### config.mk
export PLATFORM = sky130hd
export DESIGN_NAME = sar_adc_conversion_control
export DESIGN_NICKNAME = d
export VERILOG_FILES = /design/src/pin_edge_detect.v /design/src/sar_adc_conversion_control.v
export VERILOG_INCLUDE_DIRS = /design/src /design/src/src
export SDC_FILE = /design/constraint.sdc
export NUM_CORES = 1
export LEC_CHECK = 0
export BUFFER_PORTS_ARGS = -buffer_cell sky130_fd_sc_hd__buf_2
export CORE_ASPECT_RATIO = 1.25
export CORE_MARGIN = 2
export CORE_UTILIZATION = 30
export DETAILED_ROUTE_END_ITERATION = 16
export RECOVER_POWER = 50
export SLEW_MARGIN = 20
export SYNTH_ARGS = -nofsm -noshare
export SYNTH_HDL_FRONTEND = slang
export SYNTH_SLANG_ARGS = --single-unit
export TNS_END_PERCENT = 100
### constraint.sdc
create_clock -name clk_sys -period 2.3 [get_ports clk_sys]
set_clock_uncertainty 0.2 [all_clocks]
set_input_delay 0.115 -clock clk_sys [delete_from_list [all_inputs] [get_ports clk_sys]]
set_output_delay 0.115 -clock clk_sys [all_outputs]
set_load 0.03 [all_outputs]
### src/adc_ctrl_map.vh
// Register offsets, field positions, reset values and timing counts of the converter control
`ifndef ADC_CTRL_MAP_VH
`define ADC_CTRL_MAP_VH

`define ADC_ADDR_W 4
`define ADC_DATA_W 16

`define ADC_REG_CTRL 4'h0
`define ADC_REG_MUX 4'h1
`define ADC_REG_RESULT 4'h2
`define ADC_REG_WIN_LO 4'h3
`define ADC_REG_WIN_HI 4'h4
`define ADC_REG_STATUS 4'h5
`define ADC_REG_MASK 4'h6

`define CTRL_ENABLE_BIT 0
`define CTRL_SRC_LSB 1
`define CTRL_SRC_MSB 3
`define CTRL_WIN_INSIDE_BIT 4
`define CTRL_BACKGROUND_BIT 5
`define CTRL_SW_START_BIT 6

`define MUX_POS_LSB 0
`define MUX_POS_MSB 4
`define MUX_NEG_LSB 5
`define MUX_NEG_MSB 9

`define STAT_DONE_BIT 0
`define STAT_WIN_BIT 1
`define STAT_BUSY_BIT 2
`define STAT_EVENTS 2

`define SRC_SOFTWARE 3'h0
`define SRC_TIMER0 3'h1
`define SRC_TIMER1 3'h2
`define SRC_TIMER2 3'h3
`define SRC_TIMER3 3'h4
`define SRC_EXT_PIN 3'h5

`define CHAN_W 5
`define CHAN_LAST 5'h14
`define RESULT_W 10

`define CTRL_RESET 16'h0000
`define MUX_RESET 16'h0000
`define WIN_LO_RESET 10'h000
`define WIN_HI_RESET 10'h3FF
`define MASK_RESET 2'h0

`define CLK_PERIOD_NS 10
`define CONV_PERIOD_NS 5000
`define CONV_CYCLES ((`CONV_PERIOD_NS + `CLK_PERIOD_NS - 1) / `CLK_PERIOD_NS)
`define SPACING_W 10

`endif

### src/pin_edge_detect.v
// Two-flop synchroniser with rising edge detector for the convert-start pin
`timescale 1ns/1ns
module pin_edge_detect (
  input wire clk_sys, // System clock
  input wire rst, // Synchronous reset, active high
  input wire pin_in, // Raw pin level
  output reg rise_pulse // One-cycle pulse per rising edge
);
  reg sync_a;
  reg sync_b;
  reg sync_prev;

  // First stage feeds only the second stage
  always @(posedge clk_sys) begin
    if (rst) begin
      sync_a <= 1'b0;
      sync_b <= 1'b0;
      sync_prev <= 1'b0;
      rise_pulse <= 1'b0;
    end else begin
      sync_a <= pin_in;
      sync_b <= sync_a;
      sync_prev <= sync_b;
      rise_pulse <= sync_b & ~sync_prev;
    end
  end
endmodule

### src/sar_adc_conversion_control.v
// Conversion control, result capture and window compare for a 10-bit SAR converter
`timescale 1ns/1ns
`include "adc_ctrl_map.vh"

// Summary of operation
// Start from software, four timers, or pin
// Completion sets flag; interrupt only if enabled
// Whole 10-bit result captured at once
// Window interrupt on inside or outside range
// Background mode repeats, interrupts only on window
// Separate positive and negative channel selects
// Firmware shutdown powers the converter down
// Back-to-back conversions up to 200 ksps
// Pin synchronised, one conversion per edge
module sar_adc_conversion_control (
  input wire clk_sys, // System clock, 100 MHz
  input wire rst, // Synchronous reset, active high
  input wire [`ADC_ADDR_W-1:0] reg_addr, // Register index
  input wire [`ADC_DATA_W-1:0] reg_wdata, // Write data
  input wire reg_write, // Write strobe
  input wire reg_read, // Read strobe
  output reg [`ADC_DATA_W-1:0] reg_rdata, // Read data, cycle after strobe
  input wire [3:0] timer_overflow, // Timer 0..3 overflow pulses
  input wire ext_convert_start_pin, // External convert-start pin
  input wire adc_done, // Core finished, one-cycle pulse
  input wire [`RESULT_W-1:0] adc_result, // Core result, valid with adc_done
  output reg adc_start, // Start pulse to core
  output reg [`CHAN_W-1:0] adc_pos_sel, // Positive input select
  output reg [`CHAN_W-1:0] adc_neg_sel, // Negative input select
  output reg adc_power_down, // Converter shutdown
  output reg irq // Level interrupt
);
  localparam ST_IDLE = 2'b00;
  localparam ST_START = 2'b01;
  localparam ST_CONV = 2'b10;

  // Reset images of the control and channel registers, sliced per field below
  localparam [`ADC_DATA_W-1:0] CTRL_INIT = `CTRL_RESET;
  localparam [`ADC_DATA_W-1:0] MUX_INIT = `MUX_RESET;

  // Spacing counts from the full load down to zero, one start per period
  localparam integer SPACING_FULL = `CONV_CYCLES - 1;
  localparam [`SPACING_W-1:0] SPACING_LOAD = SPACING_FULL[`SPACING_W-1:0];

  reg [1:0] state;
  reg [1:0] next_state;
  reg enable;
  reg [2:0] start_src;
  reg win_inside;
  reg background;
  reg sw_start;
  reg [`CHAN_W-1:0] pos_chan;
  reg [`CHAN_W-1:0] neg_chan;
  reg [`RESULT_W-1:0] result;
  reg [`RESULT_W-1:0] win_lo;
  reg [`RESULT_W-1:0] win_hi;
  reg [`STAT_EVENTS-1:0] status;
  reg [`STAT_EVENTS-1:0] mask;
  reg [`SPACING_W-1:0] spacing;
  reg trigger;

  wire pin_rise;
  wire wr_ctrl;
  wire wr_status;
  wire conv_end;
  wire in_window;
  wire win_hit;
  wire spacing_done;
  wire [`STAT_EVENTS-1:0] event_set;
  // Per-event gate ahead of the mask; done drops out in background mode
  wire [`STAT_EVENTS-1:0] irq_gate;

  // Pin edges arrive as one-cycle pulses three clocks after the pin rises
  pin_edge_detect u_pin_edge (
    .clk_sys(clk_sys),
    .rst(rst),
    .pin_in(ext_convert_start_pin),
    .rise_pulse(pin_rise)
  );

  assign wr_ctrl = reg_write && (reg_addr == `ADC_REG_CTRL);
  assign wr_status = reg_write && (reg_addr == `ADC_REG_STATUS);
  assign conv_end = (state == ST_CONV) && adc_done;
  assign spacing_done = (spacing == {`SPACING_W{1'b0}});

  // Inclusive bounds on both ends; crossed bounds (low above high)
  // leave nothing inside, so outside mode then flags every result
  assign in_window = (adc_result >= win_lo) && (adc_result <= win_hi);
  assign win_hit = win_inside ? in_window : ~in_window;

  assign event_set[`STAT_DONE_BIT] = conv_end;
  assign event_set[`STAT_WIN_BIT] = conv_end && win_hit;

  // Background mode keeps completion out of the interrupt path
  assign irq_gate[`STAT_DONE_BIT] = ~background;
  assign irq_gate[`STAT_WIN_BIT] = 1'b1;

  // Control register; software start is a self-clearing pulse
  always @(posedge clk_sys) begin
    if (rst) begin
      enable <= CTRL_INIT[`CTRL_ENABLE_BIT];
      start_src <= CTRL_INIT[`CTRL_SRC_MSB:`CTRL_SRC_LSB];
      win_inside <= CTRL_INIT[`CTRL_WIN_INSIDE_BIT];
      background <= CTRL_INIT[`CTRL_BACKGROUND_BIT];
      sw_start <= 1'b0;
    end else begin
      sw_start <= wr_ctrl && reg_wdata[`CTRL_SW_START_BIT];
      if (wr_ctrl) begin
        enable <= reg_wdata[`CTRL_ENABLE_BIT];
        start_src <= reg_wdata[`CTRL_SRC_MSB:`CTRL_SRC_LSB];
        win_inside <= reg_wdata[`CTRL_WIN_INSIDE_BIT];
        background <= reg_wdata[`CTRL_BACKGROUND_BIT];
      end
    end
  end

  // Channel selects, window bounds and mask
  always @(posedge clk_sys) begin
    if (rst) begin
      pos_chan <= MUX_INIT[`MUX_POS_MSB:`MUX_POS_LSB];
      neg_chan <= MUX_INIT[`MUX_NEG_MSB:`MUX_NEG_LSB];
      win_lo <= `WIN_LO_RESET;
      win_hi <= `WIN_HI_RESET;
      mask <= `MASK_RESET;
    end else if (reg_write) begin
      case (reg_addr)
        `ADC_REG_MUX: begin
          pos_chan <= reg_wdata[`MUX_POS_MSB:`MUX_POS_LSB];
          neg_chan <= reg_wdata[`MUX_NEG_MSB:`MUX_NEG_LSB];
        end
        `ADC_REG_WIN_LO: begin
          win_lo <= reg_wdata[`RESULT_W-1:0];
        end
        `ADC_REG_WIN_HI: begin
          win_hi <= reg_wdata[`RESULT_W-1:0];
        end
        `ADC_REG_MASK: begin
          mask <= reg_wdata[`STAT_EVENTS-1:0];
        end
        default: begin
          mask <= mask;
        end
      endcase
    end
  end

  // Start source selection
  always @* begin
    case (start_src)
      `SRC_SOFTWARE: trigger = sw_start;
      `SRC_TIMER0: trigger = timer_overflow[0];
      `SRC_TIMER1: trigger = timer_overflow[1];
      `SRC_TIMER2: trigger = timer_overflow[2];
      `SRC_TIMER3: trigger = timer_overflow[3];
      `SRC_EXT_PIN: trigger = pin_rise;
      // Codes 6 and 7 select no source and never trigger; only background mode still starts conversions
      default: trigger = 1'b0;
    endcase
  end

  // Sequencer. Triggers arriving while busy or too early are dropped, not queued,
  // so a burst of edges cannot overrun the core.
  always @* begin
    next_state = state;
    case (state)
      ST_IDLE: begin
        if (enable && spacing_done && (trigger || background)) begin
          next_state = ST_START;
        end
      end
      ST_START: begin
        next_state = ST_CONV;
      end
      ST_CONV: begin
        if (adc_done) begin
          next_state = ST_IDLE;
        end
      end
      default: begin
        next_state = ST_IDLE;
      end
    endcase
    // Shutdown overrides every state and abandons a conversion in flight
    if (!enable) begin
      next_state = ST_IDLE;
    end
  end

  // An unused state code recovers to idle through the default branch
  always @(posedge clk_sys) begin
    if (rst) begin
      state <= ST_IDLE;
    end else begin
      state <= next_state;
    end
  end

  // Start spacing holds the rate at the converter's throughput ceiling
  // A trigger inside the period is dropped rather than held back
  always @(posedge clk_sys) begin
    if (rst) begin
      spacing <= {`SPACING_W{1'b0}};
    end else if (state == ST_START) begin
      spacing <= SPACING_LOAD;
    end else if (!spacing_done) begin
      spacing <= spacing - 1'b1;
    end
  end

  // Core-facing outputs
  always @(posedge clk_sys) begin
    if (rst) begin
      adc_start <= 1'b0;
      adc_pos_sel <= MUX_INIT[`MUX_POS_MSB:`MUX_POS_LSB];
      adc_neg_sel <= MUX_INIT[`MUX_NEG_MSB:`MUX_NEG_LSB];
      // Converter stays off until software sets the enable bit
      adc_power_down <= ~CTRL_INIT[`CTRL_ENABLE_BIT];
    end else begin
      adc_start <= (next_state == ST_START) && (state == ST_IDLE);
      adc_pos_sel <= pos_chan;
      adc_neg_sel <= neg_chan;
      adc_power_down <= ~enable;
    end
  end

  // Result held until the next completion; all ten bits load together
  always @(posedge clk_sys) begin
    if (rst) begin
      result <= {`RESULT_W{1'b0}};
    end else if (conv_end) begin
      result <= adc_result;
    end
  end

  // Sticky status, write one to clear; a new event beats a clear
  genvar gi;
  generate
    for (gi = 0; gi < `STAT_EVENTS; gi = gi + 1) begin : g_status
      always @(posedge clk_sys) begin
        if (rst) begin
          status[gi] <= 1'b0;
        end else if (event_set[gi]) begin
          status[gi] <= 1'b1;
        end else if (wr_status && reg_wdata[gi]) begin
          status[gi] <= 1'b0;
        end
      end
    end
  endgenerate

  // Registered so the pin cannot glitch when status and mask change together
  always @(posedge clk_sys) begin
    if (rst) begin
      irq <= 1'b0;
    end else begin
      irq <= |(status & mask & irq_gate); // see R2
    end
  end

  // Read port; unmapped indices read zero
  always @(posedge clk_sys) begin
    if (rst) begin
      reg_rdata <= {`ADC_DATA_W{1'b0}};
    end else if (reg_read) begin
      reg_rdata <= {`ADC_DATA_W{1'b0}};
      case (reg_addr)
        `ADC_REG_CTRL: begin
          reg_rdata[`CTRL_ENABLE_BIT] <= enable;
          reg_rdata[`CTRL_SRC_MSB:`CTRL_SRC_LSB] <= start_src;
          reg_rdata[`CTRL_WIN_INSIDE_BIT] <= win_inside;
          reg_rdata[`CTRL_BACKGROUND_BIT] <= background;
        end
        `ADC_REG_MUX: begin
          reg_rdata[`MUX_POS_MSB:`MUX_POS_LSB] <= pos_chan;
          reg_rdata[`MUX_NEG_MSB:`MUX_NEG_LSB] <= neg_chan;
        end
        `ADC_REG_RESULT: begin
          reg_rdata[`RESULT_W-1:0] <= result;
        end
        `ADC_REG_WIN_LO: begin
          reg_rdata[`RESULT_W-1:0] <= win_lo;
        end
        `ADC_REG_WIN_HI: begin
          reg_rdata[`RESULT_W-1:0] <= win_hi;
        end
        `ADC_REG_STATUS: begin
          reg_rdata[`STAT_EVENTS-1:0] <= status;
          // Busy is live state, not a sticky event, and ignores clears
          reg_rdata[`STAT_BUSY_BIT] <= (state != ST_IDLE);
        end
        `ADC_REG_MASK: begin
          reg_rdata[`STAT_EVENTS-1:0] <= mask;
        end
        default: begin
          reg_rdata <= {`ADC_DATA_W{1'b0}};
        end
      endcase
    end else begin
      reg_rdata <= {`ADC_DATA_W{1'b0}};
    end
  end
endmodule

==> flow_summary.yaml, run 1 <==
outcome:
  outcome: "complete, no violations"
synthesis:
  ys_seq_area_frac: 0.447
  synth_top_cell_by_area: "dfxtp_1"
  netlist_top_cells_area: "dfxtp_1, nand2_1, a21oi_1, ha_1, a22oi_1"
  yosys_register_bits: 90
  netlist_area_um2: 4030
  synth_cells: 473
  synth.avg_cell_area_um2: 8.53
  yosys_warnings: 0
  yosysUniqueCellTypes: 51
  synth_top_area_frac: 0.447
drt:
  m1WireLength_um: 4490
  vias_per_cell: 4.98
  drc: 0
  wl_per_cell_um: 14.7
  num_vias: 3607
  drt-total-wl_um: 10700
  top_layer_used: "met4"
  wl_met3_um: 485
  met2_length_um: 5450
  drt_iter0_drc: 249
  ant_nets: 0
  drt_pass1_iterations: 4
layout:
  n_antenna_cell: 0
  nNetsFinal: 610
  drive_above_1_share: 0.125
  fill_cells: 1339
  fin_util: 0.381
  areaGrowthSynthToFinish_pct: 24.5
  stdcell_count: 724
worst_setup_path:
  reg2regPathDepth: 6
  worst-endpoint-arrival_ns: 2.21
  crit_chain: "or4_4 > or4_4 > nand3b_4 > nor4_2 > xnor2_1 > a21oi_1"
  crit_cells: 6
  slowest_stage: "or4_4"
  critical-path-top-delay-family: "simple AND/OR/NAND/NOR gates"
  path_max_fanout: 8
  cp-start-kind: "flip-flop"
  cp_num_buf_inv: 0
  required_ns: 2.29
  end_kind: "flip-flop"
  worstSetupPathType: "reg2reg"
  critPathMaxStageDelay_ns: 0.57
  critPathMostFrequentCell: "or4_4"
global_routing:
  grt_usage: 0.150
  grt_max_degree: 66
  grt_pass1_wl_um: 17100
  grt-ovfl-total: 0
  grt_pass1_vias: 3445
  antenna_found_initial: 0
sta:
  grt_setup_unrepaired: "false"
  fin_crit_sh: 0.963
  fmax_mhz: 451
  tightest_slew_ns: 0.691
  timing.final.hold_violations: 0
  slew_headroom: 0.539
  tns_ns: 0
  period_needed_ns: 2.22
  slew_violations: 0
  setup_viol: 0
clock_tree:
  cts.sinks: 90
  clkLatencyLatePin_ns: 0.34
  htree_levels: 3
  clock-root-buffer: "clkbuf_16"
  clkSlewWorstSetupHoldPaths_ns: 0.06
  numCtsBuffers: 9
  cts_buffer_depth: 2
  cts_tree: "built"
job:
  drv_cap: 0
min_path:
  hold_class: "in2reg"
  hold_depth: 3
pwr:
  vdd_drop_max_mv: 0.412
  finalPower_w: 0.00402
  power_density_nw_per_um2: 800
  power_leakage_nw: 1.89
floorplanning:
  die-area_um2: 14400
  die_h_um: 134
  coreArea_um2: 13200
  initial_core_util: 0.306
  chipWidth_um: 108
  rows: 47
  io_pins: 69
placed_design:
  gp_congestion: 0.829
  portBuffers: 56
  dp_cells: 680
  hpwl_um: 7850
-- layout by cell type, fill, tap and decap left out, types with 8 or more instances in the layout --
cell,n
dfxtp_1,88
a21oi_1,60
nor2_1,14
ha_1,22
nand2_1,85
buf_4,8
o211ai_1,9
nand3_1,19
clkbuf_16,9
buf_2,30
dlygate4sd3_1,25
clkbuf_1,28
a22oi_1,17
nor2b_1,17
inv_1,23
-- layout make-up --
| cell class | count | area, um2 | share of cell area |
|---|---|---|---|
| multi-input combinational | 330 | 2020 | 0.401 |
| timing repair buffer | 92 | 571 | 0.114 |
| inverter | 25 | 93.8 | 0.0187 |
| tap | 171 | 214 | 0.0426 |
| clock buffer | 9 | 225 | 0.0448 |
| sequential | 90 | 1800 | 0.359 |
| clock inverter | 7 | 98.8 | 0.0197 |
-- logic make-up (layout without fill, tap and decap cells) --
family                   count (synthesis)  count (layout)  synth area share
XOR/XNOR                                10              10            0.0217
adder cells (fa/ha/maj)                 22              22            0.0683
buffers and inverters                   58             133            0.0617
AND/OR/NAND/NOR                        177             177             0.221
multiplexers                             5               5            0.0124
other                                    1               6          0.000930
AO/OA/AOI/OAI                          110             110             0.167
flip-flops                              90              90             0.447
-- metal layers --
metal,GRT usage,vias up
met5,0,-
li1,-,1794
met3,0.0250,19
met4,0.0691,0
met1,0.177,1694
met2,0.263,100
-- state kept, by name (all words and copies together) (netlist names) --
name and cells:
adc_power_down 1, u_pin_edge.rise_pulse 1, neg_chan 5, win_lo 10
sw_start 1, spacing 10, state 2, status 2
u_pin_edge.sync_prev 1, enable 1, pos_chan 5, adc_start 1
adc_pos_sel 5, start_src 3, win_hi 10, reg_rdata 10
irq 1, background 1, u_pin_edge.sync_b 1, win_inside 1
u_pin_edge.sync_a 1, mask 2, adc_neg_sel 5, result 10
-- synthesized netlist by cell type, drive strengths merged --
cell type  instances
a2111oi            1
buf               11
nor3b              1
a31oi              4
nor4b              3
and3b              1
and4               2
xor2               3
nand2             86
a21oi             60
o211ai             9
or2                1
clkbuf            22
nor3               6
or3b               2
or3                1
o21ai              5
and2               2
and4b              1
conb               1
o31ai              1
and3               3
nand4              4
o21bai             1
nand3             19
dfxtp             90
xnor2              7
nor4               4
nand2b             4
nor2              14
a222oi             3
nor2b             17
o22ai              2
inv               25
a211oi             3
a32oi              1
or4                2
nand3b             4
ha                22
mux2i              5
a41oi              1
a22oi             17
a311o              1
a2111o             1
-- path summary, 6_finish.rpt --
path	from	end	slack (ns)
worst min-delay path	reg_addr[2]	reg_rdata[1]	0.05
worst max-delay path	spacing[4]	spacing[6]	0.08
worst max register to register	spacing[4]	spacing[6]	0.08
worst min register to register	u_pin_edge.sync_prev	u_pin_edge.rise_pulse	0.20
-- worst min-delay path, delay by kind of cell --
family | cells | cell delay [ns]
compound gates | 2 | 0.26
buf+inv | 1 | 0.16
-- per-stage QoR --
stage	setup WS (ns)	hold slack (ns)	area [um2]
final	0.0842	0.0467	5020
after global routing	0.0172	0.0684	5020
after CTS	0.0192	0.0327	5030
after detailed placement	0.0364	0.168	4460
after global placement	0.0856	0.136	4460
after floorplan	0.150	0.0362	4050
-- what timing repair did --
item / 4_1_cts / 5_1_grt
hold endpoints to repair: 56 / 0
endpoints found under the setup margin: 0 / 4
hold buffers: 25 / 0
setup buffers: 0 / 3
gates resized for setup: 0 / 6
-- where the power goes --
| part | internal (W) | total [W] | switching (W) |
|---|---|---|---|
| logic | 0.000362 | 0.000733 | 0.000371 |
| clock network | 0.000961 | 0.00158 | 0.000616 |
| registers | 0.00163 | 0.00171 | 0.0000723 |
Note: power is estimated with default switching activity, not from simulation.
==> inputs of run 2 (changes only) <==
PLACE_DENSITY = 0.62   (was not set)
==> run 2 against run 1 <==
Effect of this change: sequential power is essentially flat; non-clock buffer count increased by 3; critical endpoint is now spacing[0]; largest power group unchanged; combinational power rose by 2%; die area is the same; clock-buffer cell count grew 1; fmax increased by 0.43%; highest routed layer unchanged.
==> flow_summary.yaml, run 2 (synthesis results as in run 1) <==
layout:
  stdcell_count: 727
  drive_above_1_share: 0.137
  n_antenna_cell: 0
  fill_cells: 1367
  layout_common_cells: "dfxtp_1, nand2_1, a21oi_1, buf_2, dlygate4sd3_1"
  areaGrowthSynthToFinish_pct: 25.8
  layout_commonest_cell: "dfxtp_1"
  nNetsFinal: 613
worst_setup_path:
  worstSetupPathType: "reg2reg"
  required_ns: 2.29
  reg2regPathDepth: 7
  crit_chain: "inv_2 > ha_1 > or3b_4 > or4_4 > buf_4 > xnor2_1 > a21oi_1"
  r2r_start: "spacing[0]"
  rrSetupSlack_ns: 0.09
  worstReg2RegEnd: "spacing[0]"
  worst-endpoint-arrival_ns: 2.20
  slowest_stage: "or4_4"
  crit_start: "spacing[0]"
  cp-start-kind: "flip-flop"
  critPathMaxStageDelay_ns: 0.55
  path_max_fanout: 5
  end_kind: "flip-flop"
floorplanning:
  coreArea_um2: 13200
  io_pins: 69
  die_h_um: 134
  rows: 47
  die-area_um2: 14400
  chipWidth_um: 108
  initial_core_util: 0.306
pwr:
  power_density_nw_per_um2: 805
  vdd_drop_max_mv: 0.361
  power_leakage_nw: 1.92
clock_tree:
  clkSlewWorstSetupHoldPaths_ns: 0.06
  cts_tree: "built"
  cts_buffer_depth: 2
  numCtsBuffers: 9
  clkLatencyLatePin_ns: 0.34
  clock-root-buffer: "clkbuf_16"
  htree_levels: 3
  cts.sinks: 90
placed_design:
  portBuffers: 56
  gp_congestion: 0.812
  dp_cells: 682
  pre_cts_ws_ns: 0.0340
  hpwl_um: 7840
global_routing:
  grt_max_degree: 66
  grt_pass1_vias: 3573
  grt_pass1_wl_um: 17400
  grt_usage: 0.153
  antenna_found_initial: 0
  grt-ovfl-total: 0
drt:
  vias_per_cell: 4.94
  num_vias: 3588
  drc: 0
  wl_per_cell_um: 14.9
  ant_nets: 0
  drt_iter0_drc: 245
  drt-total-wl_um: 10900
  drt_pass1_iterations: 5
sta:
  whs_ns: 0.0469
  fmax_mhz: 453
  tightest_slew_ns: 0.683
  tns_ns: 0
  timing.final.hold_violations: 0
  slew_headroom: 0.545
  period_needed_ns: 2.21
  slew_violations: 0
  grt_setup_unrepaired: "false"
  worst_slack_ns: 0.0938
  setup_viol: 0
  fin_crit_sh: 0.959
min_path:
  min-delay-start: "reg_addr[0]"
  hold_depth: 4
  hold_path_end: "enable"
  hold_class: "in2reg"
job:
  drv_cap: 0
outcome:
  outcome: "complete, no violations"
run 2: power by group:
group,internal [W],switching [W]
registers,0.00163,0.0000717
clock network,0.000993,0.000634
logic,0.000365,0.000386
run 2: worst max-delay path by stage:
| stage | slack (ns) | endpoint |
|---|---|---|
| finish | 0.09 | spacing[0] |
| global route | 0.01 | status[1] |
| CTS | 0.03 | spacing[5] |
| detailed placement | 0.03 | spacing[5] |
| global placement | 0.09 | spacing[4] |
| floorplan | 0.15 | spacing[6] |
run 2: through the flow:
stage	area, um2	total power (W)	util
after floorplan	4050	0.00224	-
after global placement	4470	0.00234	0.339
after detailed placement	4470	0.00238	0.339
after CTS	5060	0.00404	0.384
after global routing	5070	0.00425	0.385
final	5070	0.00408	0.385
run 2: final cells by class:
cell class	count	area (um2)	share of cell area
Timing Repair Buffer	95	606	0.119
Clock inverter	6	93.8	0.0185
Tap cell	171	214	0.0422
Multi-Input combinational cell	330	2020	0.399
Inverter	25	93.8	0.0185
Clock buffer	10	239	0.0471
Sequential cell	90	1800	0.356
run 2: worst max-delay path: cells and delay by family, from the launching register on:
family,cells,cell delay [ns]
and+or+nand+nor,2,0.91
DFF,1,0.34
buffers and inverters,2,0.24
xor gates and xnor gates,1,0.15
adders and majority gates,1,0.14
AOI/OAI and AO/OA,1,0.09
run 2: timing repair:
item	CTS	global route
hold buffers	26	0
setup endpoints to repair	0	5
setup buffers	0	3
gates resized for setup	0	7
endpoints found under the hold margin	56	0
run 2: per-layer routing:
metal	track usage	up-vias	wire (um)
met4	0.0748	0	208
met2	0.262	105	5560
met5	0	-	0
met1	0.182	1666	4610
li1	-	1800	-
met3	0.0259	17	484
==> inputs of run 3 (changes only) <==
CORE_ASPECT_RATIO = 0.6   (was 1.25)
==> run 3 against run 2 <==
Effect of this change: final cell count shrank 0.28%; core utilization up 0.40 points; die area increased by 0.17%; worst hold slack worse by 0.017 ns; critical path depth is 1 higher; power is 2.2% lower; sequential share of layout area increased by 0.18 points; first-iteration DRC count grew 23%; setup slack got worse by 0.053 ns; routed wire length increased by 4.4%; critical path type unchanged; largest cell class unchanged.
==> flow_summary.yaml, run 3 (synthesis results as in run 1) <==
outcome:
  outcome: "complete, no violations"
worst_setup_path:
  required_ns: 2.30
  worstReg2RegEnd: "spacing[5]"
  worst-endpoint-arrival_ns: 2.25
  reg2regPathDepth: 8
  r2r_start: "spacing[0]"
  rrSetupSlack_ns: 0.04
  path_max_fanout: 5
  crit_start: "spacing[0]"
  end_kind: "flip-flop"
  cp-start-kind: "flip-flop"
  worstSetupPathType: "reg2reg"
  worstSetupEndpoint: "spacing[5]"
pwr:
  power_leakage_nw: 1.90
  p_int_w: 0.00287
  switching_share: 0.281
  comb_power_share: 0.194
  vdd_drop_max_mv: 0.374
  power_density_nw_per_um2: 791
  seq_power_share: 0.427
  net-switching-power_w: 0.00112
  pwr-share-clk: 0.379
global_routing:
  antenna_found_initial: 0
  grt_pass1_vias: 3591
  grt_max_degree: 66
  grt-ovfl-total: 0
  grt_usage: 0.160
  grt_pass1_wl_um: 18100
placed_design:
  gp_congestion: 0.835
  pre_cts_ws_ns: 0.0432
  hpwl_um: 8200
  portBuffers: 56
drt:
  drt_pass1_iterations: 5
  vias_per_cell: 5.11
  drc: 0
  drt_iter0_drc: 301
  wl_per_cell_um: 15.6
  num_vias: 3703
  drt-total-wl_um: 11300
  ant_nets: 0
sta:
  tightest_slew_ns: 0.907
  fmax_mhz: 443
  fin_crit_sh: 0.982
  slew_headroom: 0.380
  worst_slack_ns: 0.0410
  tns_ns: 0
  period_needed_ns: 2.26
  setup_viol: 0
  timing.final.hold_violations: 0
  slew_violations: 0
clock_tree:
  clkLatencyLatePin_ns: 0.34
  cts.sinks: 90
  cts_buffer_depth: 2
  clkSlewWorstSetupHoldPaths_ns: 0.07
  clock-root-buffer: "clkbuf_16"
  cts_tree: "built"
  htree_levels: 3
  numCtsBuffers: 9
min_path:
  hold_class: "in2reg"
floorplanning:
  rows: 32
  die_h_um: 93.8
  io_pins: 69
  die-area_um2: 14400
  coreArea_um2: 13000
  initial_core_util: 0.311
  chipWidth_um: 154
layout:
  nNetsFinal: 612
  drive_above_1_share: 0.133
  layout_common_cells: "dfxtp_1, nand2_1, a21oi_1, buf_2, clkbuf_1"
  fill_cells: 1355
  n_antenna_cell: 0
  areaGrowthSynthToFinish_pct: 25.2
  layout_commonest_cell: "dfxtp_1"
  ff_latch_area_um2: 1800
  multi_input_area_um2: 2040
job:
  drv_cap: 0
-- run 3: power by group through the flow --
stage	combinational (W)	sequential (W)	clock, W
finish	0.000774	0.00171	0.00151
global route	0.000852	0.00171	0.00162
CTS	0.000677	0.00169	0.00155
detailed placement	0.000638	0.00173	0
global placement	0.000617	0.00172	0
floorplan	0.000521	0.00172	0
-- run 3: area by class of cell --
class                      count  share of cell area
tap                          170              0.0421
timing repair buffer          94               0.117
multi-input combinational    330               0.404
inverter                      25              0.0186
clock inverter                 7              0.0159
sequential                    90               0.357
clock buffer                   9              0.0446
-- run 3: how the worst min path moves through the flow --
stage | start | end | slack, ns | cells past startpoint
global route | reg_addr[2] | reg_rdata[1] | 0.08 | 3
CTS | reg_addr[2] | reg_rdata[1] | 0.01 | 3
global placement | ext_convert_start_pin | u_pin_edge.sync_a | 0.14 | 2
floorplan | reg_wdata[0] | win_hi[0] | 0.04 | 2
detailed placement | ext_convert_start_pin | u_pin_edge.sync_a | 0.13 | 2
finish | reg_addr[2] | reg_rdata[1] | 0.03 | 3
-- run 3: what timing repair did --
item,in CTS,in global routing
resized for setup,0,11
hold buffers,25,0
endpoints found under the hold margin,56,0
endpoints found under the setup margin,0,5
setup buffers,0,4
-- run 3: per-stage QoR --
step / total power, W / utilization / std cells / area, um2 / hold slack, ns
4_1_cts: 0.00392 / 0.387 / 721 / 5020 / 0.0102
3_5_place_dp: 0.00237 / 0.344 / 680 / 4460 / 0.133
3_3_place_gp: 0.00234 / 0.344 / 680 / 4460 / 0.137
2_1_floorplan: 0.00224 / - / 478 / 4050 / 0.0362
6_report: 0.00399 / 0.389 / 725 / 5050 / 0.0300
5_1_grt: 0.00418 / 0.389 / 725 / 5050 / 0.0791
-- run 3: critical path, cell delays in order, from the launching register on --
cell and delay (ns):
dfxtp_2 0.33, inv_2 0.08, ha_4 0.12, or3b_4 0.35
or4_4 0.55, nand2_4 0.11, nor3_2 0.04, xnor2_1 0.21
a21oi_1 0.12
-- run 3: layer usage --
| layer | up-vias | part of all wire | track usage | wire length, um |
|---|---|---|---|---|
| met4 | 0 | 0.010 | 0.0443 | 114 |
| met2 | 147 | 0.41 | 0.228 | 4620 |
| met1 | 1760 | 0.51 | 0.236 | 5770 |
| met3 | 12 | 0.074 | 0.0434 | 836 |
| met5 | - | 0 | 0 | 0 |
| li1 | 1784 | - | - | - |
